**config.mk**
```make
export PLATFORM = sky130hd
export DESIGN_NAME = pit_core
export DESIGN_NICKNAME = d
export VERILOG_FILES = /design/src/logic/pit_pkg.sv /design/src/logic/pit_core.sv
export VERILOG_INCLUDE_DIRS = /design/src /design/src/logic
export SDC_FILE = /design/constraint.sdc
export NUM_CORES = 1
export LEC_CHECK = 0
export BUFFER_PORTS_ARGS = -buffer_cell sky130_fd_sc_hd__buf_2
export CAP_MARGIN = 30
export CORE_MARGIN = 4
export CORE_UTILIZATION = 55
export DETAILED_ROUTE_END_ITERATION = 12
export PLACE_DENSITY_LB_ADDON = 0.12
export SLEW_MARGIN = 10
export SYNTH_ARGS = -nofsm -noshare
export SYNTH_HDL_FRONTEND = slang
export SYNTH_SLANG_ARGS = --single-unit
```
**constraint.sdc**
```tcl
create_clock -name sys_clk_i -period 12.8 [get_ports sys_clk_i]
set_input_delay 1.28 -clock sys_clk_i [delete_from_list [all_inputs] [get_ports sys_clk_i]]
set_output_delay 1.28 -clock sys_clk_i [all_outputs]
set_load 0.05 [all_outputs]
```
**src/logic/pit_regs.svh**
```systemverilog
// Purpose: timing counts for the pipeline issue timing block
// Assumes: counts are in core clock cycles
// Notes:   definitions only
`ifndef PIT_REGS_SVH
`define PIT_REGS_SVH
// -----------------------------------------------------------------
// load latency of first loaded register, doubleword register count
// -----------------------------------------------------------------
`define PIT_LD_LAT_FAST   3'd2
`define PIT_LD_LAT_OTHER  3'd3
`define PIT_DW_REGS       5'd2
// -----------------------------------------------------------------
// multiplier issue cycles and result latencies
// -----------------------------------------------------------------
`define PIT_MUL_CYC       4'd2
`define PIT_MUL_LAT       3'd4
`define PIT_LONG_CYC      4'd3
`define PIT_LONG_LAT1     3'd4
`define PIT_LONG_LAT2     3'd5
`define PIT_HALF_CYC      4'd1
`define PIT_HALF_LAT      3'd3
`define PIT_DUAL_CYC      4'd1
`define PIT_DUAL_LAT      3'd3
`define PIT_TOP_CYC       4'd2
`define PIT_TOP_LAT       3'd4
`define PIT_HLONG_CYC     4'd2
`define PIT_HLONG_LAT1    3'd3
`define PIT_HLONG_LAT2    3'd4
// -----------------------------------------------------------------
// coprocessor numbers
// -----------------------------------------------------------------
`define PIT_CP_DEBUG      4'he
`define PIT_CP_SYSTEM     4'hf
`endif

```
**src/logic/pit_pkg.sv**
```systemverilog
// Purpose: types for the pipeline issue timing block
// Assumes: one core clock
// Notes:   timing counts live in pit_regs.svh
package pit_pkg;
  // instruction classes seen by the scheduler
  typedef enum logic [4:0] {
    PIT_OP_DP, PIT_OP_LD_SINGLE, PIT_OP_LOAD_MULT, PIT_OP_LOAD_DW,
    PIT_OP_RET_EXC, PIT_OP_STORE_MULT, PIT_OP_STORE_DW, PIT_OP_STORE_RS,
    PIT_OP_MUL_BASIC, PIT_OP_MUL_LONG, PIT_OP_MUL_HALF, PIT_OP_MUL_DUAL,
    PIT_OP_MUL_TOP, PIT_OP_MUL_HLONG, PIT_OP_BRANCH_IMM, PIT_OP_EXC_ENTRY,
    PIT_OP_STATUS_WR, PIT_OP_SAVED_WR, PIT_OP_STATE_CHG, PIT_OP_COP_WR,
    PIT_OP_COP_RD, PIT_OP_SYNC_HINT
  } pit_op_t;

  typedef enum logic [1:0] {
    PIT_BAR_NONE, PIT_BAR_INSTR, PIT_BAR_DATA_MEM
  } pit_bar_t;

  typedef enum logic [1:0] {
    PIT_UNIT_NONE, PIT_UNIT_ALU, PIT_UNIT_AGU, PIT_UNIT_MUL
  } pit_unit_t;

  // one decoded instruction offered for issue
  typedef struct packed {
    pit_op_t    op;
    logic [4:0] reg_cnt;     // 1..16 for multiples
    logic       aligned;     // address on 64-bit boundary
    logic       fast_fwd;    // consumer uses the forward path
    logic       pc_dest;
    logic       set_flags;
    logic       mode_ctl;    // status write touches mode/control
    logic       user_bank;   // user-bank load multiple with pc
    logic [3:0] cp_num;
    logic       debug_reg;   // coprocessor read of debug register
    pit_bar_t   barrier;
    logic [3:0] base_cyc;    // ordinary dp / single load cycles
    logic [2:0] base_lat;
  } pit_instr_t;

  // schedule reported for an issued instruction
  typedef struct packed {
    pit_unit_t  unit;
    logic [3:0] cycles;
    logic [2:0] lat1;
    logic [2:0] lat2;
    logic       serial;
  } pit_sched_t;
endpackage

```
**src/logic/pit_core.sv**
```systemverilog
// Purpose: issue timing and serialization for the execution pipeline
// Assumes: decode and the register scoreboard run on sys_clk_i
// Notes:   latencies are counted from the issue cycle
`timescale 1ns/1ps
`include "pit_regs.svh"

// Operation
// - load multiple: ceil or floor+1 cycles, latency 2/3
// - doubleword load, exception return time as two
// - store multiple same cycles; doubleword/state store two
// - basic multiply: 2 cycles, latency 4
// - long multiplies: 3 cycles, latencies 4 and 5
// - halfword multiplies: 1 cycle, latency 3
// - dual 16-bit multiplies: 1 cycle, latency 3
// - top-word multiplies: 2 cycles, latency 4
// - halfword long multiplies: 2 cycles, latencies 3,4
// - immediate branches use no execution cycles
// - dp to pc timed as ordinary dp
// - load to pc timed as ordinary load
// - serializer drains earlier register and flag updates
// - exception entries and faulting instructions serialize
// - mode changes, flagged pc writes, returns serialize
// - cp14/cp15 writes serialize except barriers
// - event, interrupt waits, clear_exclusive_monitor, sync barrier serialize
// - old revision data barrier waits loads/stores only
// - saved status register write serializes
module pit_core
  import pit_pkg::*;
(
  input  wire logic       sys_clk_i,
  input  wire logic       reset_n_i,
  input  wire logic       issue_vld_i,
  input  wire pit_instr_t issue_i,
  input  wire logic       ext_pending_i,
  input  wire logic       ldst_pending_i,
  input  wire logic       dmb_ldst_only_i,
  output logic            issue_ready_o,
  output logic            sched_vld_o,
  output pit_sched_t      sched_o,
  output logic            unit_busy_o,
  output logic            draining_o
);

  // -----------------------------------------------------------------
  // state
  // -----------------------------------------------------------------
  typedef enum logic [1:0] {PIT_IDLE, PIT_DRAIN, PIT_BUSY} pit_state_t;

  pit_state_t state_r,   state_nxt;
  pit_instr_t hold_r,    hold_nxt;
  logic [3:0] cnt_r,     cnt_nxt;
  logic [2:0] left_r,    left_nxt;
  logic       post_r,    post_nxt;
  logic       ready_r,   ready_nxt;
  logic       svld_r,    svld_nxt;
  pit_sched_t sched_r,   sched_nxt;
  logic       busy_r,    busy_nxt;
  logic       drain_r,   drain_nxt;

  // -----------------------------------------------------------------
  // timing lookup
  // -----------------------------------------------------------------
  // address cycles: two registers per cycle once 64-bit aligned
  function automatic logic [3:0] agu_cycles(input logic [4:0] n,
                                            input logic       al);
    logic [4:0] c;
    c = al ? ((n + 5'd1) >> 1) : ((n >> 1) + 5'd1);
    return c[3:0];
  endfunction

  function automatic logic is_serial(input pit_instr_t i);
    logic s;
    s = 1'b0;
    case (i.op)
      PIT_OP_EXC_ENTRY: s = 1'b1;
      PIT_OP_STATUS_WR: s = i.mode_ctl;
      PIT_OP_DP:        s = i.pc_dest & i.set_flags;
      PIT_OP_LOAD_MULT: s = i.user_bank & i.pc_dest;
      PIT_OP_STATE_CHG: s = 1'b1;
      PIT_OP_RET_EXC:   s = 1'b1;
      PIT_OP_SAVED_WR:  s = 1'b1;
      PIT_OP_SYNC_HINT: s = 1'b1;
      // barriers ride the coprocessor write path but do not serialize
      PIT_OP_COP_WR:
        s = (i.cp_num == `PIT_CP_DEBUG || i.cp_num == `PIT_CP_SYSTEM)
            && (i.barrier == PIT_BAR_NONE);
      PIT_OP_COP_RD:
        s = (i.cp_num == `PIT_CP_DEBUG) & i.debug_reg;
      default:          s = 1'b0;
    endcase
    return s;
  endfunction

  function automatic pit_sched_t lookup(input pit_instr_t i);
    pit_sched_t r;
    logic [2:0] ld;
    r = '{unit: PIT_UNIT_NONE, cycles: 4'h0, lat1: 3'h0,
          lat2: 3'h0, serial: 1'b0};
    ld = i.fast_fwd ? `PIT_LD_LAT_FAST : `PIT_LD_LAT_OTHER;
    case (i.op)
      // pc destination changes nothing in the timing
      PIT_OP_DP, PIT_OP_STATUS_WR, PIT_OP_SAVED_WR, PIT_OP_COP_RD,
      PIT_OP_COP_WR, PIT_OP_STATE_CHG, PIT_OP_SYNC_HINT,
      PIT_OP_EXC_ENTRY: begin
        r.unit   = PIT_UNIT_ALU;
        r.cycles = i.base_cyc;
        r.lat1   = i.base_lat;
      end
      PIT_OP_LD_SINGLE: begin
        r.unit   = PIT_UNIT_AGU;
        r.cycles = i.base_cyc;
        r.lat1   = i.base_lat;
      end
      PIT_OP_LOAD_MULT: begin
        r.unit   = PIT_UNIT_AGU;
        r.cycles = agu_cycles(i.reg_cnt, i.aligned);
        r.lat1   = ld;
      end
      PIT_OP_LOAD_DW, PIT_OP_RET_EXC: begin
        r.unit   = PIT_UNIT_AGU;
        r.cycles = agu_cycles(`PIT_DW_REGS, i.aligned);
        r.lat1   = ld;
      end
      PIT_OP_STORE_MULT: begin
        r.unit   = PIT_UNIT_AGU;
        r.cycles = agu_cycles(i.reg_cnt, i.aligned);
      end
      PIT_OP_STORE_DW, PIT_OP_STORE_RS: begin
        r.unit   = PIT_UNIT_AGU;
        r.cycles = agu_cycles(`PIT_DW_REGS, i.aligned);
      end
      PIT_OP_MUL_BASIC: begin
        r.unit   = PIT_UNIT_MUL;
        r.cycles = `PIT_MUL_CYC;
        r.lat1   = `PIT_MUL_LAT;
      end
      PIT_OP_MUL_LONG: begin
        r.unit   = PIT_UNIT_MUL;
        r.cycles = `PIT_LONG_CYC;
        r.lat1   = `PIT_LONG_LAT1;
        r.lat2   = `PIT_LONG_LAT2;
      end
      PIT_OP_MUL_HALF: begin
        r.unit   = PIT_UNIT_MUL;
        r.cycles = `PIT_HALF_CYC;
        r.lat1   = `PIT_HALF_LAT;
      end
      PIT_OP_MUL_DUAL: begin
        r.unit   = PIT_UNIT_MUL;
        r.cycles = `PIT_DUAL_CYC;
        r.lat1   = `PIT_DUAL_LAT;
      end
      PIT_OP_MUL_TOP: begin
        r.unit   = PIT_UNIT_MUL;
        r.cycles = `PIT_TOP_CYC;
        r.lat1   = `PIT_TOP_LAT;
      end
      PIT_OP_MUL_HLONG: begin
        r.unit   = PIT_UNIT_MUL;
        r.cycles = `PIT_HLONG_CYC;
        r.lat1   = `PIT_HLONG_LAT1;
        r.lat2   = `PIT_HLONG_LAT2;
      end
      // resolved in fetch, no execution unit involved
      PIT_OP_BRANCH_IMM: r.unit = PIT_UNIT_NONE;
      default: r.unit = PIT_UNIT_NONE;
    endcase
    r.serial = is_serial(i);
    return r;
  endfunction

  // -----------------------------------------------------------------
  // issue control
  // -----------------------------------------------------------------
  pit_instr_t cand;
  pit_sched_t cand_s;
  logic       quiet;
  logic       dmb_wait;
  logic       accept;
  logic       launch;
  logic [2:0] dec_left;
  logic [2:0] new_left;

  // own results still in flight or another unit still writing back
  assign quiet    = (left_r == 3'h0) && !ext_pending_i;
  assign accept   = issue_vld_i && ready_r;
  assign cand     = (state_r == PIT_DRAIN) ? hold_r : issue_i;
  assign cand_s   = lookup(cand);
  // old-revision data barrier only looks at single loads/stores
  assign dmb_wait = (cand.op == PIT_OP_COP_WR) &&
                    (cand.barrier == PIT_BAR_DATA_MEM) &&
                    (dmb_ldst_only_i ? ldst_pending_i
                                     : !quiet);
  assign dec_left = (left_r == 3'h0) ? 3'h0 : left_r - 3'h1;
  assign new_left = (cand_s.lat2 > cand_s.lat1) ? cand_s.lat2
                                                : cand_s.lat1;

  // next state, schedule and scoreboard
  always_comb begin
    state_nxt = state_r;
    hold_nxt  = hold_r;
    cnt_nxt   = cnt_r;
    post_nxt  = post_r;
    svld_nxt  = 1'b0;
    sched_nxt = sched_r;
    launch    = 1'b0;
    left_nxt  = dec_left;
    case (state_r)
      PIT_IDLE: begin
        if (accept) begin
          // a serializer or data barrier waits for earlier writers
          if ((cand_s.serial && !quiet) || dmb_wait) begin
            hold_nxt  = issue_i;
            state_nxt = PIT_DRAIN;
          end else begin
            launch = 1'b1;
          end
        end
      end
      PIT_DRAIN: begin
        if (!dmb_wait && (!cand_s.serial || quiet)) begin
          launch = 1'b1;
        end
      end
      PIT_BUSY: begin
        if (cnt_r <= 4'h1) begin
          state_nxt = PIT_IDLE;
        end
        cnt_nxt = (cnt_r == 4'h0) ? 4'h0 : cnt_r - 4'h1;
      end
      default: state_nxt = PIT_IDLE;
    endcase
    if (launch) begin
      svld_nxt  = 1'b1;
      sched_nxt = cand_s;
      post_nxt  = cand_s.serial;
      if (new_left > dec_left) begin
        left_nxt = new_left;
      end
      if (cand_s.cycles > 4'h1) begin
        cnt_nxt   = cand_s.cycles - 4'h1;
        state_nxt = PIT_BUSY;
      end else begin
        state_nxt = PIT_IDLE;
      end
    end else if (post_r && quiet) begin
      post_nxt = 1'b0;
    end
  end

  // port flops; instructions after a serializer wait until its own results retire (left count zero)
  always_comb begin
    ready_nxt = (state_nxt == PIT_IDLE) &&
                !(post_nxt && !(left_nxt == 3'h0));
    busy_nxt  = (state_nxt == PIT_BUSY);
    drain_nxt = (state_nxt == PIT_DRAIN) ||
                (post_nxt && left_nxt != 3'h0);
  end

  always_ff @(posedge sys_clk_i) begin
    if (!reset_n_i) begin
      state_r <= PIT_IDLE;
      hold_r  <= '0;
      cnt_r   <= 4'h0;
      left_r  <= 3'h0;
      post_r  <= 1'b0;
      ready_r <= 1'b0;
      svld_r  <= 1'b0;
      sched_r <= '0;
      busy_r  <= 1'b0;
      drain_r <= 1'b0;
    end else begin
      state_r <= state_nxt;
      hold_r  <= hold_nxt;
      cnt_r   <= cnt_nxt;
      left_r  <= left_nxt;
      post_r  <= post_nxt;
      ready_r <= ready_nxt;
      svld_r  <= svld_nxt;
      sched_r <= sched_nxt;
      busy_r  <= busy_nxt;
      drain_r <= drain_nxt;
    end
  end

  // -----------------------------------------------------------------
  // outputs
  // -----------------------------------------------------------------
  assign issue_ready_o = ready_r;
  assign sched_vld_o   = svld_r;
  assign sched_o       = sched_r;
  assign unit_busy_o   = busy_r;
  assign draining_o    = drain_r;

endmodule

```
### After elaboration in Yosys (flattened, before gate mapping)

Cells that the tools add are included.

* register bits after elaboration: 57

* add/subtract/negate cells: 5
* order comparisons: 4
* equal/unequal tests: 27
* muxes and demuxes: 31
* bitwise gates (word level): 3
* reduce and logical (&&, ||, !) cells: 42

Operator list (count)
* $eq A5 B4 Y1 const B: 7
* $eq A5 B5 Y1 const B: 6
* $mux W30: 1
* $pmux W4 S6: 1
* $eq A5 B3 Y1 const B: 4
* $mux W4: 5
* $mux W2: 6
* $mux W3: 4
* $pmux W2 S3: 2
* $pmux W3 S4: 1
* $reduce_or A3 Y1: 4
* $logic_and A1 B1 Y1: 11
* $eq A5 B2 Y1 const B: 2
* $reduce_or A9 Y1: 1
* $eq A4 B4 Y1 const B: 2
* $mux W1: 8
* $reduce_or A8 Y1: 1
* $sub A4 B1 Y4 const B: 2
* $reduce_or A7 Y1: 1
* $eq A2 B2 Y1 const B: 3
* $gt A3 B3 Y1: 2
* $logic_not A1 Y1: 6
* $logic_not A2 Y1: 3
* $logic_not A3 Y1: 2
* other kinds (20): 27

### Depth between registers and ports, before layout

* depth after elaboration: 17
* depth in mapped cells: 20
* depth with buffers taken out: 16

### Least setup slack after synthesis

OpenSTA, ideal clock, no wires.

* path type: input to register
* from: input port issue_i[27] in the netlist's numbering
* to: register drain_r (netlist: draining_o)
* setup time: 116 ps
* data arrival time: 4372 ps
* data required time: 12684 ps
* path slack: 8312 ps
* stages: 16
* buffers on the path: 1
* cell sequence: clkbuf_1 > nand2_1 > nand2_1 > a221o_1 > o31a_1 > o211ai_1 > ha_1 > inv_1 > a31oi_1 > mux2i_1 > inv_1 > ha_1 > o21a_1 > o211ai_4 > or4b_1 > a31o_1

RTL lines
* from (decl): RTL line pit_core.sv:33 `input wire pit_instr_t issue_i,`
* to (signal assigned): RTL line pit_core.sv:282 `drain_r <= drain_nxt;`
* to (decl): RTL line pit_core.sv:58 `logic drain_r, drain_nxt;`

==> results.md <==
* Endpoint class of the critical path: flip-flop
* CP cell instances: nand2b_2, buf_12, mux2_2, a221o_1, o31a_1, o211ai_1, ha_1, inv_1, a31oi_1, mux2i_1, inv_1, ha_1, o21a_1, o211ai_4, or4b_1, a31o_1
* Fin. max-slew vios at 0
* Switching Share at 0.346
* GP Congestion at between 1 and 1.5
* Max VDD drop at approximately 0.00006 V
* Number of diodes at 0
* Crit path time final at about 4.9 ns
* Final #Nets at just over 500
* Dpl cell area at 3760 µm²
* Synthesis-to-finish area growth at 10.1%
* Pre-antenna DRT Iters at 5
* CTS Root Cell: clkbuf_8
* R2R Setup Slk at approximately 7.9 ns
* Vias in the first global route at between 2000 and 3000
* DRT Wirelength at ~9000 µm
* Gr ovfl total at 0
* Mean number of vias per cell at 6.22
* Skew-Pair Late Insertion Delay at roughly 0.32 ns
* Remaining antenna violation count at 0
* Kind of start point of the critical path: flip-flop
* Worst path slowest cell: dfxtp_1
* Drt wl/cell at 16.7 µm
* Worst hold stages at 2
* NetSw at around 140 µW
* Core ar. at between 6000 and 7000 µm²
* Slew margin rel. at 0.512
* Finished Core Util at 0.639
* Outcome: finished clean
* First-pass GRT wire length at 14500 µm
* Dpl hpwl at roughly 6500 µm
* Clock power frac at 0.253
* Reg power frac at 0.469
* Die width at between 80 and 90 µm
* DRC at 0
* Final setup TNS at 0 ns
* Cell count after synthesis at about 430
* CP max stage delay at slightly above 0.6 ns
* Die area at 7780 µm²
* Tightest Pin Transition at between 0.7 and 0.8 ns
* Internal Pwr Total at around 270 µW
* Commonest non-fill, non-tap cell in the layout: dfxtp_1
* Clock skew at 0.0147 ns
* Worst Path Max Fanout at 31
* Final worst-path cycle share at 0.381
* Crit path required time at ~13 ns
* WS Path Type: flip-flop to flip-flop
* Die H at between 80 and 90 µm
* Inst Count DP at ~530
* CTS Buf Count at 5
* RR Startpoint: state_r[1]$_SDFF_PN0_
* Fin. Hold Viols at 0
* EDFF count, synth at 0
* Hold Path Sink: hold_r[9]$_SDFFE_PN0P_
* Post-CTS Resized at 0
* RSZ-0062 raised after global routing: no
* CTS max path bufs at 2
* Ys flop type: dfxtp_1
* Max frequency at between 200 and 250 MHz
* Finished Layout Cells at approximately 540
* P per Cell Area at about 110 nW/µm²
* Initial core utilization at 0.580
* Worst min-delay path category: flip-flop to flip-flop
* Hold_buf cts at 0
* Hold Crit Start: hold_r[9]$_SDFFE_PN0P_
* Row cnt at 28
* Mapped cell area at approximately 3500 µm²
* CTS tree: done
* DR iter-0 viols at 306
* Synth unique cells at between 70 and 80
* Synth Area per Inst at roughly 8.2 µm²
* Share of cells above drive strength 1 at 0.197
* Initial antenna violation count at 0
* Seq cells post-synth at 56
* CTS clk-pin slew, worst paths at ~0.11 ns
* Routing usage on met2 at 0.353
* I/O pin count at 53
* Register area share after synthesis at 0.317
* Syn Nets at approximately 480
* Hold WS at roughly 0.47 ns
* Vias post-DR at 3370
* Yosys warnings at 0
* Max-cap check violation count at 0
* H-tree depth at 2
* Fin area at 3890 µm²
* Count of final setup violators at 0
* Global route hottest layer: met2
* Post-CTS setup buffers at 0
* GR Util met3 at 0.0433
* Asr flop ratio synth at 0
* Leading cell types in the layout, fill and taps excluded: dfxtp_1 (56), buf_2 (51), nand2_1 (49), nand3_1 (42)
* Combinational share of power at 0.278
* Met1 Use GR at 0.344
* R2R Path End: draining_o$_SDFF_PN0_
* Largest net degree at the start of global routing at between 60 and 70
* Buffers added on ports at roughly 50
* CTS Sinks at 56
* Total Routing Usage GR at 0.235
* Data arrival, critical path at between 5 and 6 ns
* Worst r2r path cells at 16
* Leak pwr at approximately 0.0016 µW
[worst max-delay path: cells and delay by family, from the launching register on]
kind	cells	cell delay, ns
AOI/OAI and AO/OA	7	1.62
adders and majority gates	2	0.53
buffers and inverters	3	0.37
DFF	1	0.62
muxes	2	0.65
and+or+nand+nor	2	0.97
[power groups by stage]
stage	Sequential, µW	Clock [µW]	Combinational [µW]
2_1_floorplan	209	0	70.0
4_1_cts	192	107	112
6_report	192	104	114
5_1_grt	194	115	124
3_3_place_gp	195	0	109
3_5_place_dp	196	0	111
[how the worst max path moves through the flow]
stage                                startpoint  slack [ns]                     to  depth (start not counted)
final                     state_r[1]$_SDFF_PN0_        7.93  draining_o$_SDFF_PN0_                         16
after global routing      state_r[1]$_SDFF_PN0_        7.74  draining_o$_SDFF_PN0_                         16
after CTS                 state_r[1]$_SDFF_PN0_        7.72  draining_o$_SDFF_PN0_                         15
after detailed placement  state_r[1]$_SDFF_PN0_        7.76  draining_o$_SDFF_PN0_                         15
after global placement    state_r[1]$_SDFF_PN0_        7.99  draining_o$_SDFF_PN0_                         15
after floorplan                     issue_i[27]        8.31  draining_o$_SDFF_PN0_                         16
[synth_stat cells (5+ instances only)]
cell type  count  share of area
ha_1           9          0.032
nand3_1       42          0.059
mux2_2         5          0.016
a211oi_1       7          0.015
a31oi_1       12          0.021
dfxtp_1       56           0.32
o31ai_1        5          0.011
o21ai_1        7         0.0099
buf_2          6         0.0085
clkbuf_1      17          0.018
nor2_1        32          0.034
nand2_1       49          0.052
inv_1         10          0.011
o21ai_0       32          0.045
mux2i_1       24          0.068
a21oi_1       17          0.024
nor3_1         7         0.0099
[registers in the layout (all words and copies together) (netlist names)]
name           count
hold_r            30
sched_o           12
cnt_r              4
left_r             3
state_r            2
draining_o         1
issue_ready_o      1
post_r             1
sched_vld_o        1
unit_busy_o        1
[through the flow]
stage               power [µW]  setup WS [ns]
floorplan                  279           8.31
global placement           304           7.99
detailed placement         307           7.76
CTS                        410           7.72
global route               433           7.74
finish                     410           7.93
[routing by layer]
metal,vias to the layer above,share of wire
li1,1660,-
met1,1554,0.47
met2,134,0.44
met3,22,0.072
met4,0,0.020
met5,-,0
[cell type report]
type,count,area [µm²]
Inverter,10,37.5
Timing Repair Buffer,55,310
Clock inverter,2,13.8
Multi-Input combinational cell,338,2230
Clock buffer,6,82.6
Tap cell,75,93.8
Sequential cell,56,1120
Fill cell,576,2200
[cells by family (layout without fill, tap and decap cells)]
logic type | count (synthesis) | count (layout) | share of synthesized area
flip-flops | 56 | 56 | 0.317
XOR/XNOR | 5 | 5 | 0.0124
AO/OA/AOI/OAI | 114 | 114 | 0.221
other | 1 | 1 | 0.00106
AND/OR/NAND/NOR | 177 | 177 | 0.266
buffers and inverters | 40 | 73 | 0.0552
multiplexers | 32 | 32 | 0.0959
adder cells (fa/ha/maj) | 9 | 9 | 0.0318
No activity file was read; power rests on OpenSTA's default activity.
